## config.mk

```make
export PLATFORM = sky130hd
export DESIGN_NAME = chop_sync_conversion_sequencer
export DESIGN_NICKNAME = d
export VERILOG_FILES = /design/src/verilog/chop_seq_pkg.sv /design/src/verilog/chop_sync_conversion_sequencer.sv
export SDC_FILE = /design/constraint.sdc
export NUM_CORES = 1
export LEC_CHECK = 0
export BUFFER_PORTS_ARGS = -buffer_cell sky130_fd_sc_hd__buf_2
export CORE_ASPECT_RATIO = 1.5
export CORE_UTILIZATION = 49
export DETAILED_ROUTE_END_ITERATION = 10
export PLACE_DENSITY = 0.65
export SYNTH_ARGS = -nofsm -noshare
export SYNTH_HDL_FRONTEND = slang
export SYNTH_SLANG_ARGS = --single-unit
```

## constraint.sdc

```tcl
create_clock -name core_clk_i -period 10.6 [get_ports core_clk_i]
set_clock_uncertainty 0.05 [all_clocks]
set_input_delay 0.53 -clock core_clk_i [delete_from_list [all_inputs] [get_ports core_clk_i]]
set_output_delay 0.53 -clock core_clk_i [all_outputs]
set_load 0.02 [all_outputs]
```

## src/verilog/chop_seq_pkg.sv

```systemverilog
// Contract
// - chop mode alternates input polarity each conversion
// - result averages last two opposite-polarity conversions
// - filter reset on swap, three periods settle
// - programmable delay after swap, 2 to 65536
// - steady period is delay plus 3 x ratio
// - sync fall or ratio change restarts chop
// - first chop result: two periods plus 44
// - without chop, one result per ratio periods
// - three power levels from two-bit field
// - standby disables channels, reference, oscillator; keeps registers
// - wakeup command leaves standby, resumes conversion
// - aligned sync edge causes no action
// - misaligned sync edge resets filters, realigns
// - chop mode always restarts on sync edge
// - long low sync holds reset until high
// - continuous results flagged by data-ready fall
package chop_seq_pkg;
  localparam int unsigned NUM_CHANNELS = 4;
  localparam int unsigned SAMPLE_W = 16;
  localparam int unsigned CORE_CLK_KHZ = 250000;
  localparam int unsigned MOD_CLK_KHZ = 8192;
  // divider rounds down, so the modulator rate sits slightly high
  localparam int unsigned MOD_DIV = CORE_CLK_KHZ / MOD_CLK_KHZ;
  localparam int unsigned CORE_CLK_MHZ = 250;
  localparam int unsigned RESET_PULSE_NS = 10000;
  localparam int unsigned RESET_PULSE_CYCLES = (RESET_PULSE_NS * CORE_CLK_MHZ + 999) / 1000;
  localparam int unsigned CHOP_SETTLE_EXTRA = 44;
  localparam int unsigned CHOP_FILTER_PASSES = 3;
  localparam int unsigned CHOP_DELAY_MIN = 2;

  localparam logic [7:0] CTRL_OFFSET = 8'h00;
  localparam logic [7:0] OSR_OFFSET = 8'h04;
  localparam logic [7:0] CMD_OFFSET = 8'h08;
  localparam logic [7:0] STATUS_OFFSET = 8'h0c;

  localparam int unsigned CTRL_CHOP_EN_BIT = 0;
  localparam int unsigned CTRL_DLY_LSB = 1;
  localparam int unsigned CTRL_PWR_LSB = 8;
  localparam int unsigned CMD_STANDBY_BIT = 0;
  localparam int unsigned CMD_WAKEUP_BIT = 1;
  localparam int unsigned STAT_STANDBY_BIT = 0;
  localparam int unsigned STAT_POLARITY_BIT = 1;
  localparam int unsigned STAT_PENDING_BIT = 2;
  localparam int unsigned STAT_SETTLING_BIT = 3;

  typedef enum logic [1:0] {
    high_resolution_power = 2'h0,
    low_power_level = 2'h1,
    very_low_power_level = 2'h2
  } power_level_e;

  localparam logic CHOP_EN_RESET = 1'b0;
  localparam logic [3:0] DLY_CODE_RESET = 4'h0;
  localparam logic [1:0] PWR_RESET = 2'h0;
  localparam logic [15:0] OSR_RESET = 16'h0400;

  typedef struct packed {
    logic [1:0] power_level_select;
    logic [3:0] chop_delay_code;
    logic chop_enable;
  } ctrl_s;

  typedef struct packed {
    logic [NUM_CHANNELS-1:0][SAMPLE_W-1:0] ch;
  } conv_data_s;
endpackage

```

## src/verilog/chop_sync_conversion_sequencer.sv

```systemverilog
`timescale 1ns/1ps
module chop_sync_conversion_sequencer #(
  parameter int unsigned MOD_DIV = chop_seq_pkg::MOD_DIV,
  parameter int unsigned RESET_PULSE_CYCLES = chop_seq_pkg::RESET_PULSE_CYCLES
) (
  input wire logic core_clk_i,
  input wire logic resetn_i,
  input wire logic [7:0] addr_i,
  input wire logic [31:0] wdata_i,
  input wire logic wr_i,
  input wire logic rd_i,
  output logic [31:0] rdata_o,
  input wire logic sync_reset_n_i,
  input wire chop_seq_pkg::conv_data_s conv_data_i,
  input wire logic result_read_i,
  output logic mod_tick_o,
  output logic filter_reset_o,
  output logic polarity_rev_o,
  output logic conv_end_o,
  output chop_seq_pkg::conv_data_s result_o,
  output logic data_ready_n_o,
  output logic [1:0] power_level_o,
  output logic standby_o,
  output logic channel_enable_o,
  output logic reference_enable_o,
  output logic oscillator_enable_o,
  output logic device_reset_o
);
  typedef enum logic [1:0] {st_halt, st_settle, st_delay, st_conv} seq_state_e;

  function automatic logic [16:0] dly_ticks(input logic [3:0] code);
    dly_ticks = 17'(17'(chop_seq_pkg::CHOP_DELAY_MIN) << code);
  endfunction

  function automatic logic [18:0] conv_ticks(input logic chop, input logic [15:0] ratio);
    conv_ticks = chop ? 19'(19'(ratio) * 19'(chop_seq_pkg::CHOP_FILTER_PASSES)) : 19'(ratio);
  endfunction

  function automatic logic signed [16:0] oriented(input logic [15:0] x, input logic rev);
    oriented = rev ? -17'(signed'(x)) : 17'(signed'(x));
  endfunction

  chop_seq_pkg::ctrl_s ctrl;
  logic [15:0] oversampling_ratio;
  logic [$clog2(MOD_DIV+1)-1:0] div_cnt;
  logic [$clog2(RESET_PULSE_CYCLES+1)-1:0] low_cnt;
  logic sync_prev;
  logic sync_fall;
  logic standby;
  logic wake_pulse;
  logic cfg_restart;
  seq_state_e state;
  logic [18:0] tcnt;
  logic have_prev;
  logic polarity;
  logic signed [16:0] prev_s [chop_seq_pkg::NUM_CHANNELS];
  logic new_result;
  logic data_ready_flag_blip;
  logic [16:0] dly_len;
  logic [18:0] conv_len;
  logic conv_end;
  logic aligned;
  logic restart;
  logic halted;

  assign dly_len = dly_ticks(ctrl.chop_delay_code);
  assign conv_len = conv_ticks(ctrl.chop_enable, oversampling_ratio);
  assign halted = standby || device_reset_o;
  assign sync_fall = sync_prev && !sync_reset_n_i;
  assign conv_end = !halted && (state == st_conv) && mod_tick_o && (tcnt == conv_len - 19'd1);
  assign aligned = (state == st_conv) && (tcnt == 19'd0);
  // chop never checks alignment, continuous mode only acts when off the data-rate grid
  assign restart = wake_pulse || cfg_restart
    || (sync_fall && (ctrl.chop_enable || !aligned));
  assign conv_end_o = conv_end;
  assign polarity_rev_o = polarity;

  // sync pin low time decides between a sync and a full device reset
  always_ff @(posedge core_clk_i or negedge resetn_i) begin
    if (!resetn_i) begin
      sync_prev <= 1'b1;
      low_cnt <= '0;
      device_reset_o <= 1'b0;
    end else begin
      sync_prev <= sync_reset_n_i;
      if (sync_reset_n_i) begin
        low_cnt <= '0;
        device_reset_o <= 1'b0;
      end else if (low_cnt == ($bits(low_cnt))'(RESET_PULSE_CYCLES)) begin
        device_reset_o <= 1'b1;
      end else begin
        low_cnt <= low_cnt + 1'b1;
      end
    end
  end

  // modulator tick; the oscillator is off in standby so the tick stops too
  always_ff @(posedge core_clk_i or negedge resetn_i) begin
    if (!resetn_i) begin
      div_cnt <= '0;
      mod_tick_o <= 1'b0;
    end else if (halted) begin
      div_cnt <= '0;
      mod_tick_o <= 1'b0;
    end else if (div_cnt == ($bits(div_cnt))'(MOD_DIV - 1)) begin
      div_cnt <= '0;
      mod_tick_o <= 1'b1;
    end else begin
      div_cnt <= div_cnt + 1'b1;
      mod_tick_o <= 1'b0;
    end
  end

  // configuration registers; a held reset pin restores defaults, standby keeps them
  always_ff @(posedge core_clk_i or negedge resetn_i) begin
    if (!resetn_i) begin
      ctrl <= '{chop_seq_pkg::PWR_RESET, chop_seq_pkg::DLY_CODE_RESET,
                chop_seq_pkg::CHOP_EN_RESET};
      oversampling_ratio <= chop_seq_pkg::OSR_RESET;
      cfg_restart <= 1'b0;
    end else if (device_reset_o) begin
      ctrl <= '{chop_seq_pkg::PWR_RESET, chop_seq_pkg::DLY_CODE_RESET,
                chop_seq_pkg::CHOP_EN_RESET};
      oversampling_ratio <= chop_seq_pkg::OSR_RESET;
      cfg_restart <= 1'b1;
    end else begin
      cfg_restart <= 1'b0;
      if (wr_i && addr_i == chop_seq_pkg::CTRL_OFFSET) begin
        ctrl.chop_enable <= wdata_i[chop_seq_pkg::CTRL_CHOP_EN_BIT];
        ctrl.chop_delay_code <= wdata_i[chop_seq_pkg::CTRL_DLY_LSB +: 4];
        ctrl.power_level_select <= wdata_i[chop_seq_pkg::CTRL_PWR_LSB +: 2];
        cfg_restart <= wdata_i[chop_seq_pkg::CTRL_CHOP_EN_BIT +: 5]
          != {ctrl.chop_delay_code, ctrl.chop_enable};
      end
      if (wr_i && addr_i == chop_seq_pkg::OSR_OFFSET) begin
        oversampling_ratio <= wdata_i[15:0];
        cfg_restart <= wdata_i[15:0] != oversampling_ratio;
      end
    end
  end

  assign power_level_o = ctrl.power_level_select;

  // standby and wakeup commands
  always_ff @(posedge core_clk_i or negedge resetn_i) begin
    if (!resetn_i) begin
      standby <= 1'b0;
      wake_pulse <= 1'b0;
    end else begin
      wake_pulse <= 1'b0;
      if (device_reset_o) begin
        standby <= 1'b0;
      end else if (wr_i && addr_i == chop_seq_pkg::CMD_OFFSET) begin
        if (wdata_i[chop_seq_pkg::CMD_WAKEUP_BIT] && standby) begin
          standby <= 1'b0;
          wake_pulse <= 1'b1;
        end else if (wdata_i[chop_seq_pkg::CMD_STANDBY_BIT]) begin
          standby <= 1'b1;
        end
      end
    end
  end

  assign standby_o = standby;
  assign channel_enable_o = !halted;
  assign reference_enable_o = !standby;
  assign oscillator_enable_o = !standby;

  // conversion sequencer
  always_ff @(posedge core_clk_i or negedge resetn_i) begin
    if (!resetn_i) begin
      state <= st_halt;
      tcnt <= '0;
      polarity <= 1'b0;
      have_prev <= 1'b0;
      filter_reset_o <= 1'b0;
      new_result <= 1'b0;
    end else begin
      filter_reset_o <= 1'b0;
      new_result <= 1'b0;
      if (halted) begin
        state <= st_halt;
        tcnt <= '0;
        polarity <= 1'b0;
        have_prev <= 1'b0;
      end else if (restart || state == st_halt) begin
        state <= ctrl.chop_enable ? st_settle : st_conv;
        tcnt <= '0;
        polarity <= 1'b0;
        have_prev <= 1'b0;
        filter_reset_o <= 1'b1;
      end else if (mod_tick_o) begin
        case (state)
          st_settle: begin
            tcnt <= tcnt + 19'd1;
            if (tcnt == 19'(chop_seq_pkg::CHOP_SETTLE_EXTRA - 1)) begin
              tcnt <= '0;
              state <= st_delay;
            end
          end
          st_delay: begin
            tcnt <= tcnt + 19'd1;
            if (tcnt == 19'(dly_len) - 19'd1) begin
              tcnt <= '0;
              state <= st_conv;
            end
          end
          st_conv: begin
            tcnt <= tcnt + 19'd1;
            if (conv_end) begin
              tcnt <= '0;
              if (ctrl.chop_enable) begin
                have_prev <= 1'b1;
                new_result <= have_prev;
                polarity <= !polarity;
                filter_reset_o <= 1'b1;
                state <= st_delay;
              end else begin
                new_result <= 1'b1;
              end
            end
          end
          default: state <= st_halt;
        endcase
      end
    end
  end

  // results: chop pairs overlap, so every conversion after the first one following a restart yields a fresh mean
  always_ff @(posedge core_clk_i or negedge resetn_i) begin
    if (!resetn_i) begin
      result_o <= '0;
      for (int i = 0; i < int'(chop_seq_pkg::NUM_CHANNELS); i++) begin
        prev_s[i] <= '0;
      end
    end else if (conv_end) begin
      for (int i = 0; i < int'(chop_seq_pkg::NUM_CHANNELS); i++) begin
        prev_s[i] <= oriented(conv_data_i.ch[i], polarity);
        if (!ctrl.chop_enable) begin
          result_o.ch[i] <= conv_data_i.ch[i];
        end else if (have_prev) begin
          result_o.ch[i] <= 16'((18'(prev_s[i]) + 18'(oriented(conv_data_i.ch[i], polarity)))
                                >>> 1);
        end
      end
    end
  end

  // data-ready: a back-to-back result first lifts the flag so a falling edge still shows
  always_ff @(posedge core_clk_i or negedge resetn_i) begin
    if (!resetn_i) begin
      data_ready_n_o <= 1'b1;
      data_ready_flag_blip <= 1'b0;
    end else if (halted) begin
      data_ready_n_o <= 1'b1;
      data_ready_flag_blip <= 1'b0;
    end else if (new_result) begin
      data_ready_n_o <= !data_ready_n_o;
      data_ready_flag_blip <= !data_ready_n_o;
    end else if (data_ready_flag_blip) begin
      data_ready_n_o <= 1'b0;
      data_ready_flag_blip <= 1'b0;
    end else if (result_read_i) begin
      data_ready_n_o <= 1'b1;
    end
  end

  // register reads, one cycle late; unmapped addresses read zero
  always_ff @(posedge core_clk_i or negedge resetn_i) begin
    if (!resetn_i) begin
      rdata_o <= '0;
    end else begin
      rdata_o <= '0;
      if (rd_i) begin
        case (addr_i)
          chop_seq_pkg::CTRL_OFFSET: begin
            rdata_o[chop_seq_pkg::CTRL_CHOP_EN_BIT] <= ctrl.chop_enable;
            rdata_o[chop_seq_pkg::CTRL_DLY_LSB +: 4] <= ctrl.chop_delay_code;
            rdata_o[chop_seq_pkg::CTRL_PWR_LSB +: 2] <= ctrl.power_level_select;
          end
          chop_seq_pkg::OSR_OFFSET: rdata_o[15:0] <= oversampling_ratio;
          chop_seq_pkg::STATUS_OFFSET: begin
            rdata_o[chop_seq_pkg::STAT_STANDBY_BIT] <= standby;
            rdata_o[chop_seq_pkg::STAT_POLARITY_BIT] <= polarity;
            rdata_o[chop_seq_pkg::STAT_PENDING_BIT] <= !data_ready_n_o;
            rdata_o[chop_seq_pkg::STAT_SETTLING_BIT] <= ctrl.chop_enable && !have_prev;
          end
          default: rdata_o <= '0;
        endcase
      end
    end
  end

  // checking helpers: modulator ticks since the last result or restart
  logic [19:0] gap;
  logic first_after;
  always_ff @(posedge core_clk_i or negedge resetn_i) begin
    if (!resetn_i) begin
      gap <= '0;
      first_after <= 1'b1;
    end else if (halted || restart || state == st_halt) begin
      gap <= '0;
      first_after <= 1'b1;
    end else if (conv_end && (have_prev || !ctrl.chop_enable)) begin
      gap <= '0;
      first_after <= 1'b0;
    end else if (mod_tick_o) begin
      gap <= gap + 20'd1;
    end
  end

  logic [19:0] steady_len;
  logic [19:0] first_len;
  assign steady_len = ctrl.chop_enable ? 20'(dly_len) + 20'(conv_len) : 20'(conv_len);
  assign first_len = ctrl.chop_enable
    ? 20'(20'd2 * steady_len + 20'(chop_seq_pkg::CHOP_SETTLE_EXTRA)) : 20'(conv_len);
endmodule
```

# --- After elaboration in Yosys (flattened, before gate mapping) ---
# Index checks and enable logic that the tools add are counted.
op_classes:
  add_sub_neg: 13
  multipliers: 1
  eq_ne: 19
  shift: 1
  muxes: 87
  n_reduce_logical: 42
op_table:
  columns: ["operator", "count"]
  rows:
  - ["16-bit 2-to-1 mux", 11]
  - ["19-bit 2-to-1 mux", 6]
  - ["17-bit adder", 4]
  - ["17-bit 2-to-1 mux", 4]
  - ["16-bit negation with 17-bit output", 4]
  - ["19-bit one-hot mux with 3 select lines", 1]
  - ["1-bit 2-to-1 mux", 44]
  - ["19-bit == test", 2]
  - ["12-bit 2-to-1 mux", 2]
  - ["19-bit by 1-bit adder with 19-bit output, second input constant", 1]
  - ["19-bit by 6-bit == test with 1-bit output, second input constant", 1]
  - ["19-bit zero test", 1]
  - ["18-bit by 1-bit subtractor with 19-bit output, second input constant", 1]
  - ["16-bit by 2-bit multiplier with 18-bit output, second input constant", 1]
  - ["18-bit 2-to-1 mux", 1]
  - ["17-bit by 1-bit subtractor with 18-bit output, second input constant", 1]
  - ["2-bit by 4-bit left shift with 17-bit output, first input constant", 1]
  - ["8-bit by 4-bit == test with 1-bit output, second input constant", 2]
  - ["2-bit 2-to-1 mux", 8]
  - ["16-bit != test", 1]
  - ["3-bit nonzero test", 5]
  - ["7-bit 2-to-1 mux", 2]
  - ["12-bit by 1-bit adder with 12-bit output, second input constant", 1]
  - ["12-bit == test, second input constant", 1]
  - ["28 further kinds", 57]
totals:
  reg_bits: 221
  in_bits: 110
  output_inout_bits: 108
  wordCells: 192

# --- Depth between registers and ports, before layout ---
# Gate-level depths: netlist of the first run.
logic_depth:
  depth_word: 10
  ltp_mapped: 18
  ltp_nobuf: 17

# --- Worst setup path before layout of the first run ---
# No wires, ideal clock.
synth_timing:
  kind: "reg-to-output"
  startpoint: "register oversampling_ratio[1]"
  endpoint: "output port conv_end_o"
  t_arrival_ps: 3915
  required_time_ps: 10020
  slack_ps: 6105
  path_stages_with_launch: 15
  cell_sequence: "dfrtp_1 > ha_1 > inv_1 > fa_1 > and2b_1 > o22a_1 > a211oi_1 > o311ai_1 > mux2i_1 > xnor2_2 > nor4b_1 > a31o_1 > a21oi_1 > nor4_4 > clkbuf_1"
synth_via:
  elab_chain_cells: 5
synth_lines:
  columns: ["item", "line_no", "rtl"]
  rows:
  - ["from (decl)", "chop_sync_conversion_sequencer.sv:44", "logic [15:0] oversampling_ratio;"]
  - ["from (signal assigned)", "chop_sync_conversion_sequencer.sv:119", "oversampling_ratio <= chop_seq_pkg::OSR_RESET;"]
  - ["from (signal assigned)", "chop_sync_conversion_sequencer.sv:124", "oversampling_ratio <= chop_seq_pkg::OSR_RESET;"]
  - ["from (signal assigned)", "chop_sync_conversion_sequencer.sv:136", "oversampling_ratio <= wdata_i[15:0];"]
  - ["16-bit by 2-bit multiplier with 18-bit output", "chop_sync_conversion_sequencer.sv:36", "conv_ticks = chop ? 19'(19'(ratio) * 19'(chop_seq_pkg::CHOP_FILTER_PASSES)) : 19'(ratio);"]
  - ["18-bit 2-to-1 mux *", "chop_sync_conversion_sequencer.sv:36", null]
  - ["18-bit by 1-bit subtractor with 19-bit output *", "chop_sync_conversion_sequencer.sv:70", "assign conv_end = !halted && (state == st_conv) && mod_tick_o && (tcnt == conv_len - 19'd1);"]
  - ["19-bit == test *", "chop_sync_conversion_sequencer.sv:70", null]
  - ["1-bit logical AND *", "chop_sync_conversion_sequencer.sv:70", null]
  - ["to (decl)", "chop_sync_conversion_sequencer.sv:19", "output logic conv_end_o,"]
# Mark *: on every way between the ends. The rest lies on a longest branch, timed or not.

# --- Worst setup path after layout of the first run ---
layout_timing:
  startpoint: "register ctrl[0] in the netlist's numbering"
  endpoint: "register new_result"
layout_via:
  elab_chain_cells: 9
layout_lines:
  columns: ["item", "line_no", "rtl"]
  rows:
  - ["from (decl)", "chop_sync_conversion_sequencer.sv:43", "chop_seq_pkg::ctrl_s ctrl;"]
  - ["from (signal assigned)", "chop_sync_conversion_sequencer.sv:117", "ctrl <= '{chop_seq_pkg::PWR_RESET, chop_seq_pkg::DLY_CODE_RESET,"]
  - ["from (signal assigned)", "chop_sync_conversion_sequencer.sv:122", "ctrl <= '{chop_seq_pkg::PWR_RESET, chop_seq_pkg::DLY_CODE_RESET,"]
  - ["18-bit 2-to-1 mux", "chop_sync_conversion_sequencer.sv:36", null]
  - ["18-bit by 1-bit subtractor with 19-bit output", "chop_sync_conversion_sequencer.sv:70", null]
  - ["19-bit == test", "chop_sync_conversion_sequencer.sv:70", null]
  - ["1-bit logical AND", "chop_sync_conversion_sequencer.sv:70", null]
  - ["1-bit 2-to-1 mux", "chop_sync_conversion_sequencer.sv:210", "if (conv_end) begin"]
  - ["1-bit 2-to-1 mux", "chop_sync_conversion_sequencer.sv:193", "case (state)"]
  - ["1-bit 2-to-1 mux", "chop_sync_conversion_sequencer.sv:192", "end else if (mod_tick_o) begin"]
  - ["1-bit 2-to-1 mux *", "chop_sync_conversion_sequencer.sv:186", "end else if (restart || state == st_halt) begin"]
  - ["1-bit 2-to-1 mux *", "chop_sync_conversion_sequencer.sv:181", "if (halted) begin"]
  - ["to (signal assigned)", "chop_sync_conversion_sequencer.sv:214", "new_result <= have_prev;"]
  - ["to (decl)", "chop_sync_conversion_sequencer.sv:57", "logic new_result;"]
# Marked as above.
# A chain may end at the register's enable or synchronous reset.

==> metrics.yaml, run 1 <==
status:
  outcome: "finished clean"
yosys:
  avgSynthCellArea_um2: 8.74
  synth-edff-count: 0
  yosys-top-cells-area: "dfrtp_1, xnor2_1, nand2_1"
  ys_async_sr_fraction_pct: 100
  ys_types: 99
  ys_warn_count: 0
  seq_area_frac_synth_pct: 32.8
  ys.flop_type: "dfrtp_1"
  synth_top_cell_by_area: "dfrtp_1"
  yosys_register_bits: 221
  syn_area_mm2: 0.0169
  synth_top_area_share_pct: 32.3
  synth_cells: 1933
global_routing:
  grt_max_degree: 93
  antenna_found_initial: 2
  globalRouteTotalUtil_pct: 25.1
  grt_pass1_wl_mm: 72.7
  grt_pass1_vias: 14600
  gr-total-overflow: 0
power_and_ir_drop:
  ir_worst_vdd_mv: 0.126
  pwr-share-comb_pct: 21.0
  p_int_mw: 1.57
  power_leakage_nw: 8.00
  swShare_pct: 31.1
  cellPowerDensity_mw_per_mm2: 121
  p_sw_uw: 705
  seq_power_share_pct: 40.4
  p_clk_share_pct: 38.5
worst_setup_path:
  max_stage_delay_ps: 950
  crit_slowest_cell: "dfrtp_4"
  critPathMaxFanout: 59
  worstSetupStartpointType: "register"
  crit_top_cell: "buf_4"
  criticalPathCategory: "register to register"
  crit_arrival_ps: 6590
  end_kind: "register"
  required_ps: 11020
  cp_cell_sequence: "buf_4, nand2_1, o21ai_1, nand3_1, a211oi_2, nor2b_1, mux4_2, nor3_1, a2111oi_0, nand4_1, nor4_4, buf_4, buf_4, o21ai_2, buf_4, nor3_1"
floorplan:
  dieArea_mm2: 0.0352
  core_mm2: 0.0337
  fp.dieH_um: 229
  num_rows: 82
  ioPinCount: 218
  start_util_pct: 50.2
  die_w_um: 154
timing:
  max_slew.worst_pin.slew_ps: 1030
  period_share_pct: 58.3
  period_minus_slack_ps: 6180
  rsz0062_at_grt: "no"
  setup_slack_ps: 4420
  fmax_ghz: 0.162
  hold_viol_final: 0
  relSlewSlack_pct: 29.4
  slew_viol_final: 0
  tns_ps: 0
  hold_ws_ps: 167
  setup_viol: 0
routing:
  drt_iter0_drc: 816
  post_drt_wl_per_cell_um: 17.6
  wl_mm: 44.0
  dr.pass1.iters: 7
  via_per_inst: 5.79
  dr_total_vias: 14500
  drtAntennaViolNets: 0
  drc_errors: 0
clocking:
  cts_buffers: 25
  clock_sinks: 221
  insertion_delay_ps: 550
  h-tree-depth: 1
  postCtsSetupBuffers: 0
  cts_tree: "done"
  clk_pin_slew_worst_paths_ps: 60
  clockBufferDepth: 3
  clockRootBuffer: "clkbuf_16"
place:
  hpwl_mm: 32.0
  pre_cts_slack_ps: 4490
  placed_area_mm2: 0.0179
  gp_congestion: 0.880
  port_buffers: 185
layout:
  finish.utilization_pct: 55.6
  fin_area_mm2: 0.0187
  drive_gt1_share_pct: 17.6
  nets: 2262
  area_growth_syn_to_layout_pct: 10.8
flow_run:
  max_cap_violations: 0
worst_hold_path:
  hold_class: "input port to register"
## metal layers
layer	global-route usage, %	routed length, µm	vias up
met5	0	0	-
met4	9.81	1590	0
met3	3.80	2010	95
met2	46.2	22500	331
met1	28.7	17900	7005
li1	-	-	7023
## cells by family after synthesis
logic type | after synthesis | synth area share, %
AOI/OAI and AO/OA | 390 | 15.5
xor gates and xnor gates | 189 | 9.89
adders and majority gates | 93 | 7.11
buffers and inverters | 164 | 4.78
DFF | 221 | 32.8
muxes | 127 | 9.06
other | 1 | 0.0222
and+or+nand+nor | 748 | 20.9
## layout make-up
cell class                      count  area [µm²]
Clock buffer                       34         699
Tap cell                          420         526
Clock inverter                     11         116
Sequential cell                   221        5540
Fill cell                        3131       14900
Multi-Input combinational cell   1563       10600
Antenna cell                        1        2.50
Timing Repair Buffer              199        1040
Inverter                           49         184
## stage by stage
| step | cells | total power, mW |
|---|---|---|
| detailed placement | 2451 | 1.41 |
| floorplan | 1948 | 1.27 |
| global route | 2498 | 2.38 |
| global placement | 2451 | 1.40 |
| finish | 2498 | 2.27 |
| CTS | 2497 | 2.29 |
## synth_stat cells, drive strengths merged, types with 11 or more instances
cell and instances:
a211oi 13, a21o 14, a21oi 93, a31o 11, a31oi 18, and2 19
and3 19, buf 48, clkbuf 67, dfrtp 218, ha 88, inv 49
mux2 77, mux2i 49, nand2 339, nand2b 17, nand3 48, nand4 22
nor2 124, nor2b 18, nor3 48, nor4 17, o21ai 122, o31ai 20
or2 14, or3 26, xnor2 149, xor2 40
## path summary, 6_finish.rpt
path	startpoint	end	slack (ps)	depth (start not counted)
worst max-delay path	ctrl[0]	new_result	4420	16
worst min-delay path	sync_reset_n_i	sync_prev	170	1
worst max register to register	ctrl[0]	new_result	4420	16
worst min register to register	prev_s[48]	prev_s[48]	420	2
max in group asynchronous	resetn_i	ctrl[0]	8360	3
min in group asynchronous	resetn_i	low_cnt[9]	530	2
## power by group through the flow
| stage | registers (mW) | logic, mW | clock network, mW |
|---|---|---|---|
| after floorplan | 0.907 | 0.367 | 0 |
| after global routing | 0.921 | 0.533 | 0.926 |
| after detailed placement | 0.933 | 0.476 | 0 |
| after CTS | 0.917 | 0.479 | 0.893 |
| after global placement | 0.931 | 0.465 | 0 |
| final | 0.918 | 0.477 | 0.875 |
## worst max-delay path: cells and delay by family (launching register included)
kind	cells	cell delay, ps
buffers and inverters	4	1790
AOI/OAI and AO/OA	4	1700
muxes	1	250
and+or+nand+nor	7	1280
DFF	1	950
## sequential cells by signal, indices dropped and copies added (netlist names), 2 cells and up
signal and cells:
prev_s 68, result_o 64, tcnt 19, oversampling_ratio 16, rdata_o 16, low_cnt 12
ctrl 5, div_cnt 5, power_level_o 2, state 2
## cells in the final DEF (no fill, tap or decap), drive strengths merged, types with 6 or more instances in the layout
master,netlist,layout
nand4,22,22
nor3,48,48
mux2,77,77
nor2,124,124
or3,26,26
a21oi,93,93
clkbuf,67,34
nand3b,6,6
nor4,17,17
or4,10,10
nor2b,18,18
mux2i,49,49
nand2,339,339
xnor2,149,149
o31ai,20,20
and3,19,19
o41ai,7,7
o211ai,10,10
nand3,48,48
a21o,14,14
o2111ai,6,6
inv,49,50
a211oi,13,13
a31oi,18,18
nand2b,17,17
xor2,40,40
dfrtp,218,218
o21ai,122,122
ha,88,88
conb,1,16
buf,48,198
and2,19,19
o21a,10,10
a31o,11,11
a22o,9,9
or2,14,14
## timing repair
item	CTS	global route
hold buffers	1	0
endpoints found under the hold margin	88	0
resized for setup	0	0
Note: power is estimated with default switching activity, not from simulation.
==> run 2: changes to the inputs <==
==> constraint.sdc (replaced) <==
create_clock -name core_clk_i -period 5.9 [get_ports core_clk_i]
set_clock_uncertainty 0.05 [all_clocks]
set_input_delay 0.295 -clock core_clk_i [delete_from_list [all_inputs] [get_ports core_clk_i]]
set_output_delay 0.295 -clock core_clk_i [all_outputs]
set_load 0.02 [all_outputs]
==> metrics.yaml, run 2 (synthesis gave the netlist of run 1 again) <==
routing:
  drc_errors: 0  # unchanged
  post_drt_wl_per_cell_um: 17.7  # +0.66%
  dr_total_vias: 14500  # +0.45%
  drt_iter0_drc: 652  # -20%
  dr.pass1.iters: 5  # -2
  via_per_inst: 5.75  # -0.59%
  wl_mm: 44.8  # +1.7%
  drtAntennaViolNets: 0  # unchanged
layout:
  nets: 2288  # +1.1%
  top_register: "prev_s"
  largest_reg_flops: 68  # unchanged
  area_growth_syn_to_layout_pct: 12.3
  top_regs: "prev_s x68, result_o x64, tcnt x19"
  final_cells: 2524  # +1.0%
  nFillCells: 3084  # -1.5%
  final_common_cell: "nand2_1"
  drive_gt1_share_pct: 17.9  # +0.35 points
  final_cell_mix: "nand2_1, dfrtp_1, buf_2"
clocking:
  insertion_delay_ps: 540  # about the same
  cts_tree: "done"
  clockBufferDepth: 3  # unchanged
  clk_pin_slew_worst_paths_ps: 60  # about the same
  cts_buffers: 24  # -4.0%
  h-tree-depth: 1  # unchanged
  clockRootBuffer: "clkbuf_16"
  clock_sinks: 221  # unchanged
  cts_resized: 0  # unchanged
timing:
  setup_viol: 0  # unchanged
  hold_viol_final: 0  # unchanged
  fmax_ghz: 0.177
  rsz0062_at_grt: "no"
  period_share_pct: 95.8
  hold_ws_ps: 21.3  # -146 ps
  max_slew.worst_pin.slew_ps: 1060  # +28.6 ps
  tns_ps: 0  # unchanged
  slew_viol_final: 0  # unchanged
  relSlewSlack_pct: 29.3  # -0.13 points
  period_minus_slack_ps: 5650
worst_setup_path:
  criticalPathCategory: "register to output pin"
  reg2reg_depth: 15  # -1
  max_stage_delay_ps: 760  # -190 ps
  path_delay_family: "compound AO/OA/AOI/OAI gates"
  crit_arrival_ps: 5310  # -1280 ps
  crit_slowest_cell: "a2111oi_0"
  worstSetupStartpointType: "register"
  crit_buf_inv: 3  # -1
  critPathMaxFanout: 16  # -73%
  cp_cell_sequence: "ha_1, inv_1, fa_1, and2b_1, o22a_1, xnor2_1, a211oi_2, nor2b_1, mux4_2, nor3_1, a2111oi_0, nand4_1, nor4_4, buf_4, buf_2"
  rrSetupSlack_ps: 530  # -3890 ps
  worstReg2RegEnd: "result_o[29]"
  required_ps: 5560  # -5460 ps
  crit_end: "conv_end_o"
  cp.depth: 15  # -1
  r2r-start: "oversampling_ratio[0]"
  end_kind: "output pin"
  cp-startpoint: "oversampling_ratio[0]"
worst_hold_path:
  hold_class: "input port to register"
floorplan:
  ioPinCount: 218  # unchanged
  num_rows: 82  # unchanged
  dieArea_mm2: 0.0352  # unchanged
  fp.dieH_um: 229  # unchanged
  die_w_um: 154  # unchanged
  core_mm2: 0.0337  # unchanged
  start_util_pct: 50.2  # unchanged
global_routing:
  grt_pass1_wl_mm: 74.3  # +2.1%
  globalRouteTotalUtil_pct: 25.8  # +0.71 points
  grt_max_degree: 132  # +42%
  gr-total-overflow: 0  # unchanged
  grt_pass1_vias: 14800  # +1.3%
  antenna_found_initial: 2  # unchanged
place:
  hpwl_mm: 32.7  # +2.0%
  port_buffers: 185  # unchanged
  place_inst: 2461  # +0.41%
  gp_congestion: 0.900  # +2.2%
flow_run:
  max_cap_violations: 0  # unchanged
power_and_ir_drop:
  power_leakage_nw: 8.13  # +1.7%
  cellPowerDensity_mw_per_mm2: 214  # +76%
  ir_worst_vdd_mv: 0.214  # +69%
status:
  outcome: "finished clean"
run 2: where the power goes:
part	leakage (nW)	switching, mW	internal (mW)
Combinational	5.19	0.512	0.373
Clock	0.393	0.681	0.850
Sequential	2.55	0.0744	1.56
run 2: worst min path at each step:
stage                     endpoint  depth (start not counted)  slack, ps                  from
finish                 result_o[3]                          3         20        conv_data_i[3]
global route            rdata_o[8]                          3         20                  rd_i
CTS                     rdata_o[8]                          3          4                  rd_i
detailed placement  data_ready_n_o                          1        410  data_ready_flag_blip
global placement    data_ready_n_o                          1        390  data_ready_flag_blip
floorplan              cfg_restart                          0        -50              resetn_i
run 2: worst min-delay path: stages:
cell and delay (ps):
buf_2 110, mux2i_1 70, o21ai_1 100
run 2: cell type report:
type | count | area, µm² | share of cell area, %
Multi-Input combinational cell | 1563 | 10600 | 56.0
Clock inverter | 14 | 120 | 0.634
Sequential cell | 221 | 5540 | 29.2
Antenna cell | 1 | 2.50 | 0.0132
Tap cell | 420 | 526 | 2.77
Clock buffer | 30 | 663 | 3.50
Inverter | 49 | 184 | 0.970
Timing Repair Buffer | 226 | 1310 | 6.93
run 2: metrics by stage:
step	setup WS [ps]	util, %	instance area (µm²)	power (mW)
final	246	56.3	19000	4.05
after global routing	63.1	56.3	19000	4.24
after global placement	635	53.5	18000	2.51
after detailed placement	543	53.5	18000	2.53
after floorplan	1470	-	16900	2.29
after CTS	242	56.3	19000	4.09
run 2: what timing repair did:
| action | in CTS | in global routing |
|---|---|---|
| setup endpoints to repair | 0 | 0 |
| buffers inserted | 0 | 0 |
| hold buffers | 18 | 0 |
| endpoints found under the hold margin | 143 | 0 |
run 2: per-layer routing:
metal / track usage [%] / vias to the layer above / part of all wire, %
li1: - / 7070 / -
met1: 29.2 / 7025 / 40
met5: 0 / - / 0
met4: 9.91 / 0 / 3.4
met2: 47.9 / 337 / 52
met3: 3.99 / 87 / 4.8
==> run 3: changes to the inputs <==
==> constraint.sdc (replaced) <==
create_clock -name core_clk_i -period 5.85 [get_ports core_clk_i]
set_clock_uncertainty 0.05 [all_clocks]
set_input_delay 0.2925 -clock core_clk_i [delete_from_list [all_inputs] [get_ports core_clk_i]]
set_output_delay 0.2925 -clock core_clk_i [all_outputs]
set_load 0.02 [all_outputs]
==> metrics.yaml, run 3 (synthesis gave the netlist of run 1 again) <==
timing:
  period_share_pct: 89.4
  relSlewSlack_pct: 31.2  # +1.9 points
  rsz0062_at_grt: "no"
  max_slew.worst_pin.slew_ps: 1030  # -28.2 ps
  hold_viol_final: 0  # unchanged
  fmax_ghz: 0.191
  tns_ps: 0  # unchanged
  period_minus_slack_ps: 5230
  setup_viol: 0  # unchanged
  slew_viol_final: 0  # unchanged
routing:
  via_per_inst: 5.74  # -0.30%
  dr_total_vias: 14500  # -0.10%
  dr.pass1.iters: 5  # unchanged
  post_drt_wl_per_cell_um: 17.7  # -0.28%
  drt_iter0_drc: 598  # -8.3%
  drtAntennaViolNets: 0  # unchanged
  drc_errors: 0  # unchanged
  wl_mm: 44.7  # about the same
place:
  placed_area_mm2: 0.0180  # -0.13%
  port_buffers: 185  # unchanged
  gp_congestion: 0.883  # -1.9%
  hpwl_mm: 32.5  # -0.55%
clocking:
  clock_sinks: 221  # unchanged
  h-tree-depth: 1  # unchanged
  cts_buffers: 26  # +8.3%
  cts_tree: "done"
  cts_resized: 0  # unchanged
  clockRootBuffer: "clkbuf_16"
  insertion_delay_ps: 570  # +30 ps
  clockBufferDepth: 3  # unchanged
  clk_pin_slew_worst_paths_ps: 60  # about the same
worst_setup_path:
  crit_arrival_ps: 4890  # -420 ps
  end_kind: "output pin"
  crit_slowest_cell: "o311ai_1"
  path_delay_family: "compound AO/OA/AOI/OAI gates"
  crit_buf_inv: 3  # unchanged
  critPathMaxFanout: 15  # -1
  worstSetupStartpointType: "register"
  required_ps: 5510  # -50 ps
  cp_cell_sequence: "ha_1, inv_1, fa_1, and2b_1, o22a_1, a211oi_1, o311ai_1, mux2i_1, xnor2_2, nor4b_1, a31o_1, a21oi_1, nor4_4, buf_4, buf_2"
  max_stage_delay_ps: 530  # -230 ps
  criticalPathCategory: "register to output pin"
power_and_ir_drop:
  p_total_mw: 4.24  # +4.6%
  pwr-share-comb_pct: 20.9  # -0.9 points
  swShare_pct: 30.6  # -0.66 points
  cellPowerDensity_mw_per_mm2: 222  # +3.9%
  power_leakage_nw: 8.18  # +0.55%
  p_sw_mw: 1.30  # +2.3%
  seq_power_share_pct: 39.1  # -1.3 points
  p_clk_share_pct: 40.0  # +2.2 points
  ir_worst_vdd_mv: 0.199  # -6.7%
  p_int_mw: 2.94  # +5.6%
floorplan:
  dieArea_mm2: 0.0352  # unchanged
  fp.dieH_um: 229  # unchanged
  core_mm2: 0.0337  # unchanged
  num_rows: 82  # unchanged
  start_util_pct: 50.2  # unchanged
  die_w_um: 154  # unchanged
  ioPinCount: 218  # unchanged
global_routing:
  globalRouteTotalUtil_pct: 25.7  # -0.063 points
  gr-total-overflow: 0  # unchanged
  grt_pass1_vias: 14900  # +0.78%
  antenna_found_initial: 2  # unchanged
  grt_pass1_wl_mm: 74.0  # -0.36%
  grt_max_degree: 129  # -2.3%
layout:
  largest_reg_flops: 68  # unchanged
  finish.utilization_pct: 56.7  # +0.37 points
  nets: 2292  # +0.17%
  top_register: "prev_s"
  final_cell_mix: "nand2_1, dfrtp_1, buf_2"
  area_growth_syn_to_layout_pct: 13.0
  top_regs: "prev_s x68, result_o x64, tcnt x19"
  fin_area_mm2: 0.0191  # +0.66%
  nFillCells: 3115  # +1.0%
  final_common_cell: "nand2_1"
  drive_gt1_share_pct: 17.7  # -0.18 points
flow_run:
  max_cap_violations: 0  # unchanged
status:
  outcome: "finished clean"
worst_hold_path:
  hold_class: "input port to register"
run 3: area by class of cell:
type / count / area, µm² / area share [%]
Tap cell: 420 / 526 / 2.75
Clock inverter: 14 / 184 / 0.964
Antenna cell: 1 / 2.50 / 0.0131
Multi-Input combinational cell: 1563 / 10600 / 55.6
Timing Repair Buffer: 228 / 1340 / 7.03
Inverter: 49 / 184 / 0.964
Clock buffer: 33 / 697 / 3.65
Sequential cell: 221 / 5540 / 29.0
run 3: worst paths after layout:
path	from	end	slack, ps	cells past startpoint
max in group asynchronous	resetn_i	prev_s[10]	3930	3
hold / removal	result_read_i	data_ready_n_o	20	3
setup reg to reg	oversampling_ratio[0]	tcnt[18]	640	16
min in group asynchronous	resetn_i	low_cnt[11]	350	2
setup / recovery	oversampling_ratio[0]	conv_end_o	620	15
hold reg to reg	prev_s[37]	prev_s[37]	430	2
run 3: worst register-to-register path, cell delays in order, from the launching register on:
cell and delay (ps):
dfrtp_1 510, ha_1 250, inv_1 60, fa_1 390
and2b_1 320, o22a_1 310, xnor2_1 130, a21oi_1 450
o211ai_1 290, a21oi_1 190, nand3_1 100, o2bb2ai_1 130
a22oi_1 330, or4b_4 470, buf_4 560, nand2_1 330
o21ai_0 240
run 3: what timing repair did:
| action | CTS | global route |
|---|---|---|
| endpoints found under the hold margin | 150 | 0 |
| buffers inserted | 0 | 0 |
| endpoints found under the setup margin | 0 | 0 |
| hold buffers | 23 | 0 |
run 3: power by group through the flow:
| stage | clock network (mW) | logic [mW] | registers (mW) |
|---|---|---|---|
| floorplan | 0 | 0.665 | 1.64 |
| global route | 1.78 | 0.984 | 1.66 |
| detailed placement | 0 | 0.871 | 1.68 |
| global placement | 0 | 0.857 | 1.68 |
| CTS | 1.73 | 0.890 | 1.66 |
| finish | 1.69 | 0.888 | 1.66 |
run 3: metal layers:
| layer | up-vias | track usage (%) | wire length [µm] |
|---|---|---|---|
| met5 | - | 0 | 13 |
| met4 | 2 | 11.4 | 1820 |
| met3 | 111 | 3.77 | 2160 |
| met2 | 365 | 47.2 | 22600 |
| met1 | 6921 | 29.2 | 18100 |
| li1 | 7105 | - | - |
run 3: metrics by stage:
step | hold slack, ps | std cells | setup WS [ps]
2_1_floorplan | -53.1 | 1948 | 1420
3_3_place_gp | 387 | 2458 | 653
3_5_place_dp | 412 | 2458 | 582
4_1_cts | 4.11 | 2528 | 552
5_1_grt | 25.1 | 2529 | 69.1
6_report | 23.6 | 2529 | 622
